### src/common/irq_flag_defines.svh
// offsets, bit positions and reset values of the peripheral request flag bank
// Functional notes
// flags set by source regardless of enables
// software clears flags before enabling sources
// one means event seen, zero none
// reg12 bits 7-4 dma5 sticky flags
// reg12 bits 3-0 uart4 read-only mirrors
// uart4 summary drops when general reg clear
// uart4 error drops when error reg clear
// uart4 tx/rx follow uart, unwritable
// reg13 bits 7-4 dma6 sticky flags
// reg13 bit3 uart5 summary, read-only
// reg13 bit2 uart5 error, read-only
// uart5 tx/rx read-only, unwritable
// reg14 bits 3-1 osc, comparator, cell7
// reg11 bits 2-0 waveform, cell6, capture
// reg11 bits 7-4 dma4, bit3 timer4
// hardware set beats software clear
`ifndef IRQ_FLAG_DEFINES_SVH
`define IRQ_FLAG_DEFINES_SVH
`define ADDR_W          12
`define OFS_FLAGS_11    12'h4b9
`define OFS_FLAGS_12    12'h4ba
`define OFS_FLAGS_13    12'h4bb
`define OFS_FLAGS_14    12'h4bc
`define FLAGS_RESET     8'h00
`define STICKY_MASK_11  8'hff
`define STICKY_MASK_12  8'hf0
`define STICKY_MASK_13  8'hf0
`define STICKY_MASK_14  8'h0e
`define READ_ZERO       8'h00
`endif

### src/common/irq_flag_pkg.sv
// types for the peripheral request flag bank
`default_nettype none
package irq_flag_pkg;
    // one dma channel's four event sources, bit 3 is abort
    typedef struct packed {
        logic abort;
        logic overrun;
        logic dest_count;
        logic src_count;
    } dma_events_t;
    // uart state mirrored into the bank
    typedef struct packed {
        logic general_irq_pending;
        logic error_pending;
        logic tx_request;
        logic rx_request;
    } uart_status_t;
    typedef struct packed {
        logic       write;
        logic       read;
        logic [11:0] addr;
        logic [7:0]  wdata;
    } reg_access_t;
endpackage : irq_flag_pkg
`default_nettype wire

### src/rtl/periph_irq_flag_regs.sv
// peripheral request flag registers 11 to 14
`timescale 1ns/1ps
`default_nettype none
`include "irq_flag_defines.svh"
module periph_irq_flag_regs
    import irq_flag_pkg::*;
(
    // clock and reset
    input  wire logic         ref_clk,
    input  wire logic         rst,
    // register port
    input  wire logic [11:0]  addr,
    input  wire logic [7:0]   wdata,
    input  wire logic         wr_strobe,
    input  wire logic         rd_strobe,
    output logic      [7:0]   rdata,
    // dma event pulses
    input  wire dma_events_t  dma_ch4_events,
    input  wire dma_events_t  dma_ch5_events,
    input  wire dma_events_t  dma_ch6_events,
    // other peripheral event pulses
    input  wire logic         timer_four_event,
    input  wire logic         waveform_gen_three_event,
    input  wire logic         logic_cell_six_event,
    input  wire logic         capture_compare_three_event,
    input  wire logic         num_osc_three_event,
    input  wire logic         comparator_two_event,
    input  wire logic         logic_cell_seven_event,
    // uart state
    input  wire uart_status_t uart_four_status,
    input  wire uart_status_t uart_five_status,
    // flag state
    output logic      [7:0]   periph_irq_flags_11,
    output logic      [7:0]   periph_irq_flags_12,
    output logic      [7:0]   periph_irq_flags_13,
    output logic      [7:0]   periph_irq_flags_14
);
    // ****************************************
    // address decode
    // ****************************************
    logic wr11, wr12, wr13, wr14;
    always_comb begin
        wr11 = 1'b0;
        wr12 = 1'b0;
        wr13 = 1'b0;
        wr14 = 1'b0;
        if (wr_strobe && addr == `OFS_FLAGS_11) begin
            wr11 = 1'b1;
        end else if (wr_strobe && addr == `OFS_FLAGS_12) begin
            wr12 = 1'b1;
        end else if (wr_strobe && addr == `OFS_FLAGS_13) begin
            wr13 = 1'b1;
        end else if (wr_strobe && addr == `OFS_FLAGS_14) begin
            wr14 = 1'b1;
        end
    end

    // ****************************************
    // sticky flags
    // ****************************************
    logic [7:0] sticky11, sticky12, sticky13, sticky14;

    sticky_flag_bank #(.WIDTH(8), .MASK(`STICKY_MASK_11)) u_bank11 (
        .ref_clk   (ref_clk),
        .rst       (rst),
        .set_event ({dma_ch4_events, timer_four_event, waveform_gen_three_event,
                     logic_cell_six_event, capture_compare_three_event}),
        .wr        (wr11),
        .wdata     (wdata),
        .flags     (sticky11)
    );
    sticky_flag_bank #(.WIDTH(8), .MASK(`STICKY_MASK_12)) u_bank12 (
        .ref_clk   (ref_clk),
        .rst       (rst),
        .set_event ({dma_ch5_events, 4'h0}),
        .wr        (wr12),
        .wdata     (wdata),
        .flags     (sticky12)
    );
    sticky_flag_bank #(.WIDTH(8), .MASK(`STICKY_MASK_13)) u_bank13 (
        .ref_clk   (ref_clk),
        .rst       (rst),
        .set_event ({dma_ch6_events, 4'h0}),
        .wr        (wr13),
        .wdata     (wdata),
        .flags     (sticky13)
    );
    sticky_flag_bank #(.WIDTH(8), .MASK(`STICKY_MASK_14)) u_bank14 (
        .ref_clk   (ref_clk),
        .rst       (rst),
        .set_event ({4'h0, num_osc_three_event, comparator_two_event,
                     logic_cell_seven_event, 1'b0}),
        .wr        (wr14),
        .wdata     (wdata),
        .flags     (sticky14)
    );

    // ****************************************
    // uart mirror flags, never written by software
    // ****************************************
    logic [3:0] uart_four_mirror, uart_five_mirror;
    always_ff @(posedge ref_clk or posedge rst) begin
        if (rst) begin
            uart_four_mirror <= 4'h0;
        end else begin
            uart_four_mirror <= uart_four_status;
        end
    end
    always_ff @(posedge ref_clk or posedge rst) begin
        if (rst) begin
            uart_five_mirror <= 4'h0;
        end else begin
            uart_five_mirror <= uart_five_status;
        end
    end

    assign periph_irq_flags_11 = sticky11;
    assign periph_irq_flags_12 = {sticky12[7:4], uart_four_mirror};
    assign periph_irq_flags_13 = {sticky13[7:4], uart_five_mirror};
    assign periph_irq_flags_14 = sticky14;

    // ****************************************
    // read port
    // ****************************************
    always_ff @(posedge ref_clk or posedge rst) begin
        if (rst) begin
            rdata <= `READ_ZERO;
        end else if (!rd_strobe) begin
            rdata <= `READ_ZERO;
        end else if (addr == `OFS_FLAGS_11) begin
            rdata <= periph_irq_flags_11;
        end else if (addr == `OFS_FLAGS_12) begin
            rdata <= periph_irq_flags_12;
        end else if (addr == `OFS_FLAGS_13) begin
            rdata <= periph_irq_flags_13;
        end else if (addr == `OFS_FLAGS_14) begin
            rdata <= periph_irq_flags_14;
        end else begin
            rdata <= `READ_ZERO;
        end
    end
endmodule : periph_irq_flag_regs
`default_nettype wire

### src/rtl/sticky_flag_bank.sv
// sticky hardware-set, software-clear flag byte
`timescale 1ns/1ps
`default_nettype none
`include "irq_flag_defines.svh"
module sticky_flag_bank #(
    parameter int          WIDTH = 8,
    parameter logic [7:0]  MASK  = 8'hff
) (
    // clock and reset
    input  wire logic             ref_clk,
    input  wire logic             rst,
    // hardware set events
    input  wire logic [WIDTH-1:0] set_event,
    // software write
    input  wire logic             wr,
    input  wire logic [WIDTH-1:0] wdata,
    // flag state
    output logic      [WIDTH-1:0] flags
);
    localparam logic [7:0] RESET_VALUE = `FLAGS_RESET;

    // the reset value and mask are byte wide, so other widths are refused
    if (WIDTH != 8) begin : g_width_check
        $error("sticky_flag_bank serves 8-bit registers only");
    end

    genvar i;
    generate
        for (i = 0; i < WIDTH; i++) begin : g_bit
            if (MASK[i]) begin : g_sticky
                always_ff @(posedge ref_clk or posedge rst) begin
                    if (rst) begin
                        flags[i] <= RESET_VALUE[i];
                    end else if (set_event[i]) begin
                        flags[i] <= 1'b1;
                    end else if (wr) begin
                        flags[i] <= wdata[i];
                    end
                end
            end else begin : g_none
                assign flags[i] = 1'b0;
            end
        end
    endgenerate
endmodule : sticky_flag_bank
`default_nettype wire

### config.mk
export PLATFORM = sky130hd
export DESIGN_NAME = periph_irq_flag_regs
export DESIGN_NICKNAME = d
export VERILOG_FILES = /design/src/common/irq_flag_pkg.sv /design/src/rtl/periph_irq_flag_regs.sv /design/src/rtl/sticky_flag_bank.sv
export VERILOG_INCLUDE_DIRS = /design/src /design/src/common
export SDC_FILE = /design/constraint.sdc
export NUM_CORES = 1
export LEC_CHECK = 0
export BUFFER_PORTS_ARGS = -buffer_cell sky130_fd_sc_hd__buf_2
export CAP_MARGIN = 10
export CORE_ASPECT_RATIO = 1.1
export CORE_MARGIN = 2
export CORE_UTILIZATION = 40
export DETAILED_ROUTE_END_ITERATION = 8
export PLACE_DENSITY = 0.76
export REMOVE_ABC_BUFFERS = 1
export SYNTH_ARGS = -nofsm -noshare
export SYNTH_HDL_FRONTEND = slang
export SYNTH_SLANG_ARGS = --single-unit
### constraint.sdc
create_clock -name ref_clk -period 1.1 [get_ports ref_clk]
set_clock_uncertainty 0.2 [all_clocks]
set_input_delay 0.22 -clock ref_clk [delete_from_list [all_inputs] [get_ports ref_clk]]
set_output_delay 0.22 -clock ref_clk [all_outputs]
set_load 0.01 [all_outputs]
==> results.md <==
- Outcome: finished with violations
- Failing checks: negative hold slack, negative setup slack
- Net Sw Frac: 22.8%
- Clk network pwr share: 41.3%
- HPWL after detailed placement: 3580 um
- Tcrit/Tclk final: 159%
- F_max: 572 MHz
- Rows: 24
- Port-buffer cells: 85
- RSZ-0062 raised after global routing: yes
- Overall Power: 2.92 mW
- Chip Height: 71.3 um
- Worst VDD drop: 1.00 mV
- Initial core utilization: 41.6%
- Internal power: 2.26 mW
- ANT cells: 0
- WL/cell: 15.1 um
- TritonRoute pass-1 iters: 4
- Mux contribution to synthesized area: 12.5%
- Ports: 91
- Vias per cell: 5.04
- Total wire length: 5380 um
- Final worst slack: -647 ps
- WP data required: 1070 ps
- Number of clock sinks: 35
- Cell area power density: 963 nW/um^2
- Commonest non-fill, non-tap cell in the layout: buf_2
- Leak: 1.47 nW
- GRT overflow: 0
- Asr flop ratio synth: 100%
- H-tree lvl count: 2
- Netlist cell types: 33
- Setup Slack @ Placement: -995 ps
- Post-Route Setup TNS: -14070 ps
- Comb power frac: 13.9%
- Final #Nets: 354
- Startpoint types: primary input
- Slowest cell on crit path: or4_4
- # DRC: 0
- Hold buffer count at CTS: 10
- Die Area: 4650 um^2
- GRT Overall Usage: 24.4%
- Share of post-route cells with drive strength above 1: 56.9%
- Die Span X: 65.2 um
- Clock Root Buffer: clkbuf_8
- Routed Antenna Nets: 0
- Largest net degree at the start of global routing: 36
- Most frequent cells in the layout: buf_2 (70), buf_4 (40), nor2_1 (37)
- Yosys reg bits: 35
- Vias in the first global route: 1975
- MaxCap Viol Count: 0
- Mapped Cells: 148
- Crit Path Max Fanout: 4
- Synth Cell Area: 1650 um^2
- Dominant cell type by area after synthesis: dfrtp_1
- Largest cells by area after synthesis: dfrtp_1 (53%), mux2i_1 (9.1%), nor2_1 (8.6%)
- Crit path cell chain: buf_6 -> or4b_4 -> or4_4 -> a221o_1
- Layout area overhead: 84.1%
- Sequential Power Share: 44.8%
- Synth Area in Compound Gates: 6.68%
- Fraction of synthesized cell area in xor and xnor cells: 0%
- Area of the core: 3960 um^2
- Largest family of logic cells by synthesized area: simple AND/OR/NAND/NOR gates
- Final hold slack: -67.6 ps
- Initial antenna violation count: 0
- Kind of end point of the critical path: register
- Finish-stage setup viols: 62
- Crit path kind: in -> reg
- Final Hold Fails: 4
- Crit path buf inv count: 1
- Post-synth EDFFs: 0
- Synthesized area per cell: 11.1 um^2
- CP arrival: 1720 ps
- Largest delay share family, worst path: simple AND/OR/NAND/NOR gates
- First-pass GRT wire length: 8630 um
- NetSw: 0.668 mW
- CTS max path bufs: 2
- Final min period: 1750 ps
- Fill cells: 280
- Syn. warnings: 0
- Seq/Total Area, Yosys: 53.1%
- Worst min-delay path class: in -> reg
- Worst stage delay on the critical path: 550 ps
- Initial DRC count: 68
- Synth Area in Adders: 0%
- Skew-Pair Late Insertion Delay: 290 ps
- Synth top area share: 53.1%
- Worst-path clk slew: 70 ps
- CTS buffer count: 5
- Max Slew Vio Count: 0
- TritonCTS clock tree: built
- GPL Wtd Cong: 0.764
- Main synth FF type: dfrtp_1
- Via count: 1793
- Synth Area in Simple Gates: 24.1%
[path summary, 6_finish.rpt]
check / start / end / slack [ps] / cells after the start
min reg2reg: uart_four_mirror[1]$_DFF_PP0_ / rdata[1]$_DFF_PP0_ / 370 / 2
max in group asynchronous: rst / uart_five_mirror[0]$_DFF_PP0_ / 200 / 4
max reg2reg: u_bank13.flags[5]$_DFFE_PP0P_ / rdata[5]$_DFF_PP0_ / -180 / 4
min in group asynchronous: rst / uart_five_mirror[1]$_DFF_PP0_ / 310 / 4
min: dma_ch5_events[3] / u_bank12.flags[7]$_DFFE_PP0P_ / -70 / 2
max: addr[8] / u_bank12.flags[5]$_DFFE_PP0P_ / -650 / 4
[metal layers]
metal / vias to the layer above / track usage (%) / share of wire, %
met1: 861 / 25.7 / 37
met5: - / 0 / 0
met4: 0 / 7.41 / 1.8
met3: 9 / 6.44 / 6.6
met2: 77 / 46.8 / 54
li1: 846 / - / -
[area by class of cell]
class / count / area, um^2 / area share [%]
Clock buffer: 6 / 82.6 / 2.72
Clock inverter: 2 / 35.0 / 1.15
Inverter: 2 / 7.51 / 0.247
Multi-Input combinational cell: 107 / 850 / 28.0
Sequential cell: 35 / 876 / 28.9
Tap cell: 52 / 65.1 / 2.14
Timing Repair Buffer: 152 / 1120 / 36.9
[synthesized netlist by cell type (all sizes together) (3+ instances only)]
library cell / number
a221o: 4
a221oi: 3
a22oi: 5
and3: 4
buf: 6
dfrtp: 35
mux2: 5
mux2i: 15
nand2b: 3
nor2: 38
nor4: 5
[power by group through the flow]
stage	Sequential (mW)	Combinational, mW	Clock (mW)
floorplan	1.34	0.0963	0
global route	1.31	0.446	1.29
global placement	1.33	0.317	0
detailed placement	1.33	0.323	0
finish	1.31	0.406	1.21
CTS	1.31	0.389	1.21
[timing repair]
action                                  4_1_cts  5_1_grt
setup buffers                                20        3
endpoints found under the setup margin       62       62
hold endpoints to repair                     48        4
resized for setup                            39       15
pin swaps                                    13        4
gates cloned                                  0        0
[cells by family after synthesis]
| logic type | Yosys count |
|---|---|
| simple gates | 69 |
| buf+inv | 10 |
| flops | 35 |
| compound gates | 13 |
| other cells | 1 |
| mux | 20 |
[stage by stage]
stage | hold slack, ps | cell area [um^2] | util (%) | cells
final | -67.6 | 3040 | 76.6 | 356
after global routing | -73.8 | 3040 | 76.6 | 356
after CTS | -70.9 | 2950 | 74.3 | 354
after detailed placement | 78.5 | 2380 | 60.1 | 316
after global placement | 74.0 | 2380 | 60.1 | 316
after floorplan | 51.4 | 1620 | - | 144
[state kept, by name (all words and copies together), names as in the netlist]
register	cells
rdata	8
u_bank11.flags	8
u_bank12.flags	4
u_bank13.flags	4
u_bank14.flags	3
uart_five_mirror	4
uart_four_mirror	4
(Power assumes the default switching activity.)
